`src/design/pld_pkg.sv`:
```
// Constants, field layout and mode encodings for the loop divider configuration slice
package pld_pkg;

    // ------------------------------------------------------------
    // Bus widths
    // ------------------------------------------------------------
    localparam int ADDR_W = 10;
    localparam int DATA_W = 8;
    localparam int NREG = 7;
    localparam int IDX_W = 3;

    // ------------------------------------------------------------
    // Register offsets
    // ------------------------------------------------------------
    localparam logic [ADDR_W-1:0] OFS_PUMP_AND_LOOP_MODE = 10'h010;
    localparam logic [ADDR_W-1:0] OFS_REF_DIVIDER_LOW = 10'h011;
    localparam logic [ADDR_W-1:0] OFS_REF_DIVIDER_HIGH = 10'h012;
    localparam logic [ADDR_W-1:0] OFS_SWALLOW_COUNT = 10'h013;
    localparam logic [ADDR_W-1:0] OFS_FEEDBACK_COUNT_LOW = 10'h014;
    localparam logic [ADDR_W-1:0] OFS_FEEDBACK_COUNT_HIGH = 10'h015;
    localparam logic [ADDR_W-1:0] OFS_PUMP_PIN_CONTROL = 10'h016;

    // ------------------------------------------------------------
    // Register indices
    // ------------------------------------------------------------
    localparam logic [IDX_W-1:0] IDX_MODE = 3'h0;
    localparam logic [IDX_W-1:0] IDX_REF_LO = 3'h1;
    localparam logic [IDX_W-1:0] IDX_REF_HI = 3'h2;
    localparam logic [IDX_W-1:0] IDX_SWALLOW = 3'h3;
    localparam logic [IDX_W-1:0] IDX_FB_LO = 3'h4;
    localparam logic [IDX_W-1:0] IDX_FB_HI = 3'h5;
    localparam logic [IDX_W-1:0] IDX_PUMP = 3'h6;

    // ------------------------------------------------------------
    // Reset values and implemented-bit masks
    // ------------------------------------------------------------
    localparam logic [DATA_W-1:0] RST_MODE = 8'h0d;
    localparam logic [DATA_W-1:0] RST_REF_LO = 8'h01;
    localparam logic [DATA_W-1:0] RST_REF_HI = 8'h00;
    localparam logic [DATA_W-1:0] RST_SWALLOW = 8'h00;
    localparam logic [DATA_W-1:0] RST_FB_LO = 8'h00;
    localparam logic [DATA_W-1:0] RST_FB_HI = 8'h00;
    localparam logic [DATA_W-1:0] RST_PUMP = 8'h00;

    localparam logic [DATA_W-1:0] MSK_MODE = 8'h0f;
    localparam logic [DATA_W-1:0] MSK_REF_LO = 8'hff;
    localparam logic [DATA_W-1:0] MSK_REF_HI = 8'h3f;
    localparam logic [DATA_W-1:0] MSK_SWALLOW = 8'h3f;
    localparam logic [DATA_W-1:0] MSK_FB_LO = 8'hff;
    localparam logic [DATA_W-1:0] MSK_FB_HI = 8'h1f;
    localparam logic [DATA_W-1:0] MSK_PUMP = 8'h80;

    // ------------------------------------------------------------
    // Field positions and widths
    // ------------------------------------------------------------
    localparam int DRV_LSB = 2;
    localparam int LOOP_LSB = 0;
    localparam int MID_BIT = 7;
    localparam int REF_W = 14;
    localparam int SWALLOW_W = 6;
    localparam int FB_W = 13;

    // ------------------------------------------------------------
    // Mode encodings
    // ------------------------------------------------------------
    typedef enum logic [1:0] {
        PLD_DRV_HIZ = 2'h0,
        PLD_DRV_SOURCE = 2'h1,
        PLD_DRV_SINK = 2'h2,
        PLD_DRV_NORMAL = 2'h3
    } pld_drive_t;

    typedef enum logic [1:0] {
        PLD_LOOP_RUN = 2'h0,
        PLD_LOOP_ASYNC_PD = 2'h1,
        PLD_LOOP_UNUSED = 2'h2,
        PLD_LOOP_SYNC_PD = 2'h3
    } pld_loop_t;

    // ------------------------------------------------------------
    // Per-index tables
    // ------------------------------------------------------------
    function automatic logic [DATA_W-1:0] pld_reset_of(input logic [IDX_W-1:0] idx);
        case (idx)
            IDX_MODE: pld_reset_of = RST_MODE;
            IDX_REF_LO: pld_reset_of = RST_REF_LO;
            IDX_REF_HI: pld_reset_of = RST_REF_HI;
            IDX_SWALLOW: pld_reset_of = RST_SWALLOW;
            IDX_FB_LO: pld_reset_of = RST_FB_LO;
            IDX_FB_HI: pld_reset_of = RST_FB_HI;
            default: pld_reset_of = RST_PUMP;
        endcase
    endfunction

    function automatic logic [DATA_W-1:0] pld_mask_of(input logic [IDX_W-1:0] idx);
        case (idx)
            IDX_MODE: pld_mask_of = MSK_MODE;
            IDX_REF_LO: pld_mask_of = MSK_REF_LO;
            IDX_REF_HI: pld_mask_of = MSK_REF_HI;
            IDX_SWALLOW: pld_mask_of = MSK_SWALLOW;
            IDX_FB_LO: pld_mask_of = MSK_FB_LO;
            IDX_FB_HI: pld_mask_of = MSK_FB_HI;
            default: pld_mask_of = MSK_PUMP;
        endcase
    endfunction

endpackage

```
`src/design/pld_cfg_reg.sv`:
```
// One byte-wide configuration register with implemented-bit mask
`timescale 1ns/10ps
module pld_cfg_reg #(
    parameter logic [7:0] RESET_VAL = 8'h00,
    parameter logic [7:0] BIT_MASK = 8'hff
) (
    // Clock and reset
    input wire logic mclk,
    input wire logic rst_n,
    // Write side
    input wire logic wr_en,
    input wire logic [7:0] wr_data,
    // Stored value
    output logic [7:0] value_q
);

    // Unimplemented bits never store and read as zero
    always_ff @(posedge mclk) begin
        if (!rst_n) begin
            value_q <= RESET_VAL & BIT_MASK;
        end else if (wr_en) begin
            value_q <= wr_data & BIT_MASK;
        end
    end

endmodule // pld_cfg_reg

```
`src/design/pld_loop_divider_config.sv`:
```
// Loop divider configuration registers: pump mode, loop mode, divider counts
//
// Behaviour
// Pump mode field selects hiz/source/sink/normal.
// Loop mode: run, async/sync power-down, unused.
// Reference count low byte at 0x011, reset 0x01.
// Reference count upper six bits at 0x012.
// Six-bit swallow count at 0x013, reset zero.
// Feedback count low byte at 0x014.
// Feedback count upper five bits at 0x015.
// Bit 7 of pump_pin_control forces pump pin mid-supply.
// Join byte halves; unused bits read zero.
`timescale 1ns/10ps
module pld_loop_divider_config
    import pld_pkg::*;
#(
    parameter int REG_ADDR_W = pld_pkg::ADDR_W
) (
    // Clock and reset
    input wire logic mclk,
    input wire logic rst_n,
    // Register port from the serial control port decoder
    input wire logic reg_wr,
    input wire logic reg_rd,
    input wire logic [pld_pkg::ADDR_W-1:0] reg_addr,
    input wire logic [pld_pkg::DATA_W-1:0] reg_wdata,
    output logic [pld_pkg::DATA_W-1:0] reg_rdata,
    output logic reg_rvalid,
    // Charge pump controls
    output pld_pkg::pld_drive_t pump_drive_select,
    output logic pump_hiz,
    output logic pump_force_source,
    output logic pump_force_sink,
    output logic pump_output_pin_midsupply,
    // Loop mode controls
    output pld_pkg::pld_loop_t loop_mode,
    output logic loop_enable,
    output logic loop_async_powerdown,
    output logic loop_sync_powerdown,
    // Divider counts
    output logic [pld_pkg::REF_W-1:0] ref_divider_count,
    output logic [pld_pkg::SWALLOW_W-1:0] swallow_count,
    output logic [pld_pkg::FB_W-1:0] feedback_count
);

    import pld_pkg::*;

    // ------------------------------------------------------------
    // Elaboration checks
    // ------------------------------------------------------------
    generate
        if (REG_ADDR_W != ADDR_W) begin : g_bad_addr_w
            $error("pld_loop_divider_config: address width must match the package");
        end
        if (NREG > (1 << IDX_W)) begin : g_bad_nreg
            $error("pld_loop_divider_config: register count exceeds the index width");
        end
        if ((REF_W <= DATA_W) || (REF_W > 2 * DATA_W)) begin : g_bad_ref_w
            $error("pld_loop_divider_config: reference count must span two bytes");
        end
        if ((FB_W <= DATA_W) || (FB_W > 2 * DATA_W)) begin : g_bad_fb_w
            $error("pld_loop_divider_config: feedback count must span two bytes");
        end
        if (SWALLOW_W > DATA_W) begin : g_bad_swallow_w
            $error("pld_loop_divider_config: swallow count must fit one byte");
        end
        if (MID_BIT >= DATA_W) begin : g_bad_mid_bit
            $error("pld_loop_divider_config: mid-supply bit outside the register");
        end
        if ((DRV_LSB + $bits(pld_drive_t) > DATA_W) || (LOOP_LSB + $bits(pld_loop_t) > DATA_W)) begin : g_bad_mode
            $error("pld_loop_divider_config: mode field outside the register");
        end
    endgenerate

    // ------------------------------------------------------------
    // Address decode
    // ------------------------------------------------------------
    // Returns {hit, index}
    function automatic logic [IDX_W:0] pld_decode(input logic [ADDR_W-1:0] addr);
        if (addr == OFS_PUMP_AND_LOOP_MODE) begin
            pld_decode = {1'b1, IDX_MODE};
        end else if (addr == OFS_REF_DIVIDER_LOW) begin
            pld_decode = {1'b1, IDX_REF_LO};
        end else if (addr == OFS_REF_DIVIDER_HIGH) begin
            pld_decode = {1'b1, IDX_REF_HI};
        end else if (addr == OFS_SWALLOW_COUNT) begin
            pld_decode = {1'b1, IDX_SWALLOW};
        end else if (addr == OFS_FEEDBACK_COUNT_LOW) begin
            pld_decode = {1'b1, IDX_FB_LO};
        end else if (addr == OFS_FEEDBACK_COUNT_HIGH) begin
            pld_decode = {1'b1, IDX_FB_HI};
        end else if (addr == OFS_PUMP_PIN_CONTROL) begin
            pld_decode = {1'b1, IDX_PUMP};
        end else begin
            pld_decode = {1'b0, IDX_MODE};
        end
    endfunction

    logic [IDX_W:0] wr_sel;
    logic [IDX_W:0] rd_sel;

    assign wr_sel = pld_decode(reg_addr);
    assign rd_sel = pld_decode(reg_addr);

    // ------------------------------------------------------------
    // Register storage
    // ------------------------------------------------------------
    logic [DATA_W-1:0] reg_q [NREG];

    genvar gi;
    generate
        for (gi = 0; gi < NREG; gi++) begin : g_reg
            localparam logic [IDX_W-1:0] GIDX = IDX_W'(gi);
            // Masks keep unused bits at zero
            pld_cfg_reg #(
                .RESET_VAL(pld_reset_of(GIDX)),
                .BIT_MASK(pld_mask_of(GIDX))
            ) u_reg (
                .mclk(mclk),
                .rst_n(rst_n),
                .wr_en(reg_wr && wr_sel[IDX_W] && (wr_sel[IDX_W-1:0] == GIDX)),
                .wr_data(reg_wdata),
                .value_q(reg_q[gi])
            );
        end
    endgenerate

    // ------------------------------------------------------------
    // Read path
    // ------------------------------------------------------------
    // Unmapped addresses answer zero
    always_ff @(posedge mclk) begin
        if (!rst_n) begin
            reg_rdata <= 8'h00;
        end else if (reg_rd) begin
            if (rd_sel[IDX_W]) begin
                reg_rdata <= reg_q[rd_sel[IDX_W-1:0]];
            end else begin
                reg_rdata <= 8'h00;
            end
        end
    end

    always_ff @(posedge mclk) begin
        if (!rst_n) begin
            reg_rvalid <= 1'b0;
        end else begin
            reg_rvalid <= reg_rd;
        end
    end

    // ------------------------------------------------------------
    // Mode fields
    // ------------------------------------------------------------
    localparam int MODE_W = $bits(pld_drive_t);

    assign pump_drive_select = pld_drive_t'(reg_q[IDX_MODE][DRV_LSB +: MODE_W]);
    assign loop_mode = pld_loop_t'(reg_q[IDX_MODE][LOOP_LSB +: MODE_W]);

    // ------------------------------------------------------------
    // Decoded pump and loop flags
    // ------------------------------------------------------------
    // Flags leave reset agreeing with the reset mode register
    localparam pld_drive_t DRV_RST = pld_drive_t'(RST_MODE[DRV_LSB +: MODE_W]);
    localparam pld_loop_t LOOP_RST = pld_loop_t'(RST_MODE[LOOP_LSB +: MODE_W]);

    always_ff @(posedge mclk) begin
        if (!rst_n) begin
            pump_hiz <= (DRV_RST == PLD_DRV_HIZ);
        end else begin
            pump_hiz <= (pump_drive_select == PLD_DRV_HIZ);
        end
    end

    always_ff @(posedge mclk) begin
        if (!rst_n) begin
            pump_force_source <= (DRV_RST == PLD_DRV_SOURCE);
        end else begin
            pump_force_source <= (pump_drive_select == PLD_DRV_SOURCE);
        end
    end

    always_ff @(posedge mclk) begin
        if (!rst_n) begin
            pump_force_sink <= (DRV_RST == PLD_DRV_SINK);
        end else begin
            pump_force_sink <= (pump_drive_select == PLD_DRV_SINK);
        end
    end

    // Unused loop code holds neither run nor power-down
    always_ff @(posedge mclk) begin
        if (!rst_n) begin
            loop_enable <= (LOOP_RST == PLD_LOOP_RUN);
        end else begin
            loop_enable <= (loop_mode == PLD_LOOP_RUN);
        end
    end

    always_ff @(posedge mclk) begin
        if (!rst_n) begin
            loop_async_powerdown <= (LOOP_RST == PLD_LOOP_ASYNC_PD);
        end else begin
            loop_async_powerdown <= (loop_mode == PLD_LOOP_ASYNC_PD);
        end
    end

    always_ff @(posedge mclk) begin
        if (!rst_n) begin
            loop_sync_powerdown <= (LOOP_RST == PLD_LOOP_SYNC_PD);
        end else begin
            loop_sync_powerdown <= (loop_mode == PLD_LOOP_SYNC_PD);
        end
    end

    // ------------------------------------------------------------
    // Pump pin and divider counts
    // ------------------------------------------------------------
    assign pump_output_pin_midsupply = reg_q[IDX_PUMP][MID_BIT];

    // Reference and feedback counts from their byte halves; swallow count from one byte
    assign ref_divider_count = {reg_q[IDX_REF_HI][REF_W-DATA_W-1:0], reg_q[IDX_REF_LO]};
    assign swallow_count = reg_q[IDX_SWALLOW][SWALLOW_W-1:0];
    assign feedback_count = {reg_q[IDX_FB_HI][FB_W-DATA_W-1:0], reg_q[IDX_FB_LO]};

endmodule // pld_loop_divider_config

```
`config.mk`:
```
export PLATFORM = sky130hd
export DESIGN_NAME = pld_loop_divider_config
export DESIGN_NICKNAME = d
export VERILOG_FILES = /design/src/design/pld_pkg.sv /design/src/design/pld_cfg_reg.sv /design/src/design/pld_loop_divider_config.sv
export SDC_FILE = /design/constraint.sdc
export NUM_CORES = 1
export LEC_CHECK = 0
export ABC_AREA = 1
export ABC_CLOCK_PERIOD_IN_PS = 2100
export BUFFER_PORTS_ARGS = -buffer_cell sky130_fd_sc_hd__clkbuf_2
export CORE_ASPECT_RATIO = 2
export CORE_MARGIN = 2
export CORE_UTILIZATION = 35
export CTS_BUF_LIST = sky130_fd_sc_hd__clkbuf_8
export DETAILED_ROUTE_END_ITERATION = 8
export PLACE_DENSITY = 0.68
export RECOVER_POWER = 50
export SYNTH_ARGS = -nofsm -noshare
export SYNTH_HDL_FRONTEND = slang
export SYNTH_SLANG_ARGS = --single-unit
```
`constraint.sdc`:
```
create_clock -name mclk -period 2.1 [get_ports mclk]
set_input_delay 0.42 -clock mclk [delete_from_list [all_inputs] [get_ports mclk]]
set_output_delay 0.42 -clock mclk [all_outputs]
set_load 0.02 [all_outputs]
```
==> results.json, run 1 <==
{
  "run_status": "finished, final reports clean",
  "max_freq_mhz": 573,
  "drive_gt1_frac": 0.182,
  "io_pins": 75,
  "wl_mm": 7.24,
  "cts_buffer_depth": 2,
  "coreArea_um2": 7270,
  "grt_pass1_wl_mm": 11.8,
  "clkSinkCount": 53,
  "pwr-share-clk": 0.389,
  "drt-initial-drc-count": 89,
  "power.internal_mw": 1.40,
  "comb_power_share": 0.060,
  "largest_reg_flops": 38,
  "cts_tree": "yes",
  "endpoint_kind": "flip-flop",
  "num_vias": 2508,
  "rsz0062_at_grt": "false",
  "finClkSkew_ns": 0.00551,
  "cp_common_cell": "nor2_4",
  "switching_share": 0.235,
  "rows": 44,
  "synth_area_per_cell_um2": 7.31,
  "seqPwrFrac": 0.552,
  "finish.utilization": 0.430,
  "port_buffers": 74,
  "crit_start": "reg_addr[5]",
  "critPathKind": "in2reg",
  "die_y_um": 126,
  "wl_per_cell_um": 13.8,
  "ys_warn_count": 0,
  "htreeDepth": 2,
  "finalPower_mw": 1.82,
  "syn2layout_area_growth_pct": 19.3,
  "synth_edf_count": 0,
  "cts-root-buf": "clkbuf_8",
  "fill_cells": 787,
  "hold_violations": 0,
  "async_flop_share": 0,
  "track_usage": 0.185,
  "path_max_fanout": 12,
  "synthCells": 358,
  "crit_buf_inv": 2,
  "yosys.area.top_type_share": 0.405,
  "grt_pass1_vias": 2423,
  "postCtsHoldBufs": 0,
  "initial_core_util": 0.360,
  "route.antenna.remaining_nets": 0,
  "yosysUniqueCellTypes": 32,
  "regMostFlops": "g.u_reg.value_q",
  "worst_ep_arrival_time_ns": 2.00,
  "power_density_nw_per_um2": 584,
  "cts_buffers": 5,
  "worst_pin_slew_ns": 0.479,
  "ys_seq_elements": 53,
  "r2r_cells": 8,
  "vias_per_cell": 4.77,
  "post_cts_resized": 0,
  "start_kind": "input pin",
  "p_sw_mw": 0.428,
  "grt_max_degree": 41,
  "antenna_found_initial": 0,
  "cpPeakStageDelay_ns": 0.33,
  "dp_cells": 518,
  "hold_class": "in2reg",
  "reg2reg_from": "g_reg[1].u_reg.value_q[2]",
  "ys_seq_area_frac": 0.405,
  "cp_top_family": "simple AND/OR/NAND/NOR gates",
  "worstPathRequired_ns": 2.36,
  "yosysTopAreaCell": "dfxtp_1",
  "finalCritPeriodShare": 0.831,
  "largestRegisters": "g.u_reg.value_q (38), reg_rdata (8)",
  "synth_top_flop_cell": "dfxtp_1",
  "finalSetupTns_ns": 0,
  "post-cts-setup-buffers": 0,
  "synth_area_um2": 2620,
  "critPathSlowestCell": "a21boi_4",
  "cp-endpoint": "g_reg[2].u_reg.value_q[0]",
  "slew_headroom": 0.681,
  "nets": 455,
  "cp.depth": 10,
  "postSynthNetCount": 380,
  "vdd_drop_max_v": 0.000784,
  "grt-ovfl-total": 0,
  "fin_crit_ns": 1.75,
  "crit_path_cell_trace": "clkbuf_2 > inv_1 > nand2_2 > nor2_4 > nand3_1 > a21boi_4 > nand2_4 > nor2_4 > o21ai_0 > a21oi_1",
  "clk_latency_ns": 0.32,
  "finalSetupViolCount": 0,
  "max_cap_violations": 0,
  "report.final.slew_viol_count": 0,
  "ys_top_cells_by_area": "dfxtp_1 (41%), nand2_1 (10%), a21oi_1 (7.1%)",
  "timing.reg2reg.setup_slack_ns": 1.09,
  "synth.most_common_cell": "nand2_1",
  "drt_first_pass_iters": 5,
  "die_area_um2": 8230,
  "die_w_um": 65.2,
  "diodes": 0,
  "rr_endpoint": "reg_rdata[2]",
  "gp_congestion": 0.901,
  "hpwl_mm": 5.77,
  "stdcell_count": 526,
  "post-route-drc-count": 0,
  "synthTopCellsByCount": "nand2_1 (73), dfxtp_1 (53), inv_1 (48)",
  "p_leak_nw": 1.36,
  "clk_pin_slew_ns": 0.09
}
## layer usage
layer	part of all wire	vias up	GRT usage
li1	-	1314	-
met1	0.38	1111	0.199
met2	0.56	67	0.348
met3	0.038	16	0.0266
met4	0.028	0	0.0821
met5	0	-	0
## worst register-to-register path, stage by stage, from the launching register on
cell	delay (ns)
dfxtp_1	0.34
inv_1	0.10
nand3_1	0.11
nand2_1	0.08
nand2_1	0.05
nand2_1	0.06
nand2_1	0.04
nand2_1	0.07
a21oi_2	0.05
## through the flow
step	setup slack, ns	instance area (um2)	hold WS, ns
2_1_floorplan	0.422	2620	0.513
3_3_place_gp	0.0512	3070	0.459
3_5_place_dp	0.0180	3070	0.460
4_1_cts	0.348	3180	0.347
5_1_grt	0.174	3120	0.379
6_report	0.354	3120	0.356
## worst min path at each step
stage                     cells past startpoint         start  slack, ns                        end
after global placement                        2  reg_rdata[7]       0.46               reg_rdata[7]
after global routing                          3  reg_wdata[6]       0.38  g_reg[4].u_reg.value_q[6]
after floorplan                               2        reg_rd       0.51                 reg_rvalid
after detailed placement                      2  reg_rdata[5]       0.46               reg_rdata[5]
final                                         3        reg_rd       0.36                 reg_rvalid
after CTS                                     3        reg_rd       0.35                 reg_rvalid
## power by group through the flow
stage,logic (mW),clock network (mW),registers [mW]
after global placement,0.107,0,1.03
final,0.109,0.709,1.01
after detailed placement,0.109,0,1.03
after CTS,0.109,0.727,1.01
after floorplan,0.0617,0,1.03
after global routing,0.122,0.766,1.01
## logic make-up (layout without fill, tap and decap cells)
group / Yosys count / after routing / synth area share
buffers and inverters: 72 / 148 / 0.118
AND/OR/NAND/NOR: 149 / 149 / 0.299
AO/OA/AOI/OAI: 84 / 84 / 0.178
flip-flops: 53 / 53 / 0.405
## layout make-up
type	count	area [um2]	share of cell area
inverters	60	226	0.0725
multi-input cells	233	1250	0.400
well taps	92	115	0.0369
clock inverters	3	43.8	0.0140
repair buffers	80	358	0.115
flip-flops and latches	53	1060	0.340
clock buffers	5	68.8	0.0220
## layout by cell type, fill, tap and decap left out, drive strengths merged
master / n
nor2: 14
bufinv: 1
nor3: 9
buf: 6
o21ai: 36
a21oi: 42
dfxtp: 53
or2: 1
a22oi: 1
nand3: 40
nand2: 81
a21boi: 1
clkinv: 4
nand4: 4
o211ai: 4
clkbuf: 79
inv: 58
Note: power is estimated with default switching activity, not from simulation.
==> run 2, diff against run 1 <==
- ABC_CLOCK_PERIOD_IN_PS: 2100 -> 1800
- clock period: 2.1 -> 1.8 ns (I/O delays scaled with it)
==> results.json, run 2 (same netlist as run 1, synthesis figures left out) <==
{
  "regMostFlops": "g.u_reg.value_q",
  "report.final.slew_viol_count": 0,
  "fill_cells": 781,
  "die_y_um": 126,
  "grt-ovfl-total": 0,
  "antenna_found_initial": 0,
  "slew_headroom": 0.606,
  "worst_ep_arrival_time_ns": 1.83,
  "post-cts-setup-buffers": 0,
  "coreArea_um2": 7270,
  "max_freq_mhz": 611,
  "post_cts_resized": 0,
  "crit_buf_inv": 2,
  "grt_max_degree": 35,
  "cts-root-buf": "clkbuf_8",
  "drt-initial-drc-count": 76,
  "critPathSlowestCell": "nor2_4",
  "finClkSkew_ns": 0.00564,
  "rr_endpoint": "reg_rdata[3]",
  "route.antenna.remaining_nets": 0,
  "rows": 44,
  "num_vias": 2639,
  "worst_pin_slew_ns": 0.591,
  "run_status": "finished, final reports clean",
  "wl_mm": 7.44,
  "gp_congestion": 0.898,
  "place_ws_ns": -0.160,
  "drt_first_pass_iters": 4,
  "initial_core_util": 0.360,
  "clk_latency_ns": 0.31,
  "largest_reg_flops": 38,
  "cp_top_family": "simple AND/OR/NAND/NOR gates",
  "die_w_um": 65.2,
  "crit_path_cell_trace": "clkbuf_2 > inv_1 > nand2_2 > nor2_4 > nand3_2 > nand2_4 > nand2_8 > nor2_8 > nand3_2 > o21ai_0 > a21oi_1",
  "syn2layout_area_growth_pct": 27.4,
  "cts_tree": "yes",
  "cp_common_cell": "nand3_2",
  "postCtsHoldBufs": 0,
  "grt_pass1_wl_mm": 12.1,
  "power_density_nw_per_um2": 619,
  "vdd_drop_max_v": 0.000500,
  "diodes": 0,
  "htreeDepth": 2,
  "wl_per_cell_um": 13.6,
  "die_area_um2": 8230,
  "largestRegisters": "g.u_reg.value_q (38), reg_rdata (8)",
  "post-route-drc-count": 0,
  "cts_buffer_depth": 2,
  "holdPathEnd": "reg_rvalid",
  "finalWorstSetupSlack_ns": 0.162,
  "vias_per_cell": 4.83,
  "p_leak_nw": 1.47,
  "port_buffers": 74,
  "stdcell_count": 546,
  "cts_buffers": 5,
  "mostFrequentLayoutCells": "nand2_1 (73), dfxtp_1 (53), inv_1 (48), clkbuf_1 (47), a21oi_1 (37)",
  "fin_crit_ns": 1.64,
  "hp-start": "reg_rd",
  "min_path_cells": 3,
  "clkSinkCount": 53,
  "nets": 475,
  "reg2reg_from": "g_reg[0].u_reg.value_q[3]",
  "endpoint_kind": "flip-flop",
  "hold_violations": 0,
  "timing.reg2reg.setup_slack_ns": 0.82,
  "cpPeakStageDelay_ns": 0.23,
  "mostFrequentLayoutCell": "nand2_1",
  "clk_pin_slew_ns": 0.10,
  "max_cap_violations": 0,
  "drive_gt1_frac": 0.216,
  "r2r_cells": 8,
  "dp_cells": 538,
  "path_max_fanout": 10,
  "finalPower_mw": 2.07,
  "finalCritPeriodShare": 0.910,
  "start_kind": "input pin",
  "critPathKind": "in2reg",
  "hpwl_mm": 5.95,
  "rsz0062_at_grt": "false",
  "hold_class": "in2reg",
  "track_usage": 0.188,
  "worstPathRequired_ns": 1.99,
  "finalSetupViolCount": 0,
  "grt_pass1_vias": 2531,
  "io_pins": 75
}
## run 2: worst max-delay path by stage
stage,start,to,slack (ns),depth (start not counted)
after CTS,reg_addr[5],g_reg[5].u_reg.value_q[3],0.17,11
after global placement,reg_addr[5],g_reg[3].u_reg.value_q[0],-0.12,10
after global routing,reg_addr[7],g_reg[5].u_reg.value_q[1],0.04,11
after floorplan,reg_addr[5],reg_rdata[2],0.18,14
final,reg_addr[5],g_reg[5].u_reg.value_q[1],0.16,11
after detailed placement,reg_addr[5],g_reg[5].u_reg.value_q[3],-0.16,11
## run 2: area by class of cell
class / count / area, um2 / share of cell area
Multi-Input combinational cell: 233 / 1250 / 0.374
Sequential cell: 53 / 1060 / 0.318
Timing Repair Buffer: 100 / 579 / 0.174
Inverter: 60 / 226 / 0.0679
Tap cell: 92 / 115 / 0.0345
Clock buffer: 7 / 96.3 / 0.0289
Clock inverter: 1 / 8.76 / 0.00263
## run 2: per-layer routing
metal,track usage,up-vias,wire [um],share of wire
li1,-,1349,-,-
met1,0.209,1194,2840,0.38
met2,0.338,79,4040,0.54
met3,0.0266,17,317,0.043
met4,0.0944,0,236,0.032
met5,0,-,0,0
## run 2: report_power, final
part	switching [mW]	internal, mW	total (mW)	leakage [nW]
combinational	0.0893	0.0443	0.134	0.987
sequential	0.000778	1.17	1.17	0.427
clock	0.401	0.356	0.757	0.0549
## run 2: worst reg2reg max path: cells and delay by family (launching register included)
family          cells  cell delay (ns)
flops               1             0.41
compound gates      1             0.10
buf+inv             1             0.08
simple gates        6             0.32
## run 2: metrics by stage
step | cell area [um2] | utilization | hold WS, ns | TNS, ns
floorplan | 2620 | - | 0.453 | 0
global placement | 3290 | 0.453 | 0.457 | -1.26
detailed placement | 3290 | 0.453 | 0.465 | -2.25
CTS | 3400 | 0.467 | 0.284 | 0
global route | 3340 | 0.459 | 0.303 | 0
finish | 3340 | 0.459 | 0.295 | 0
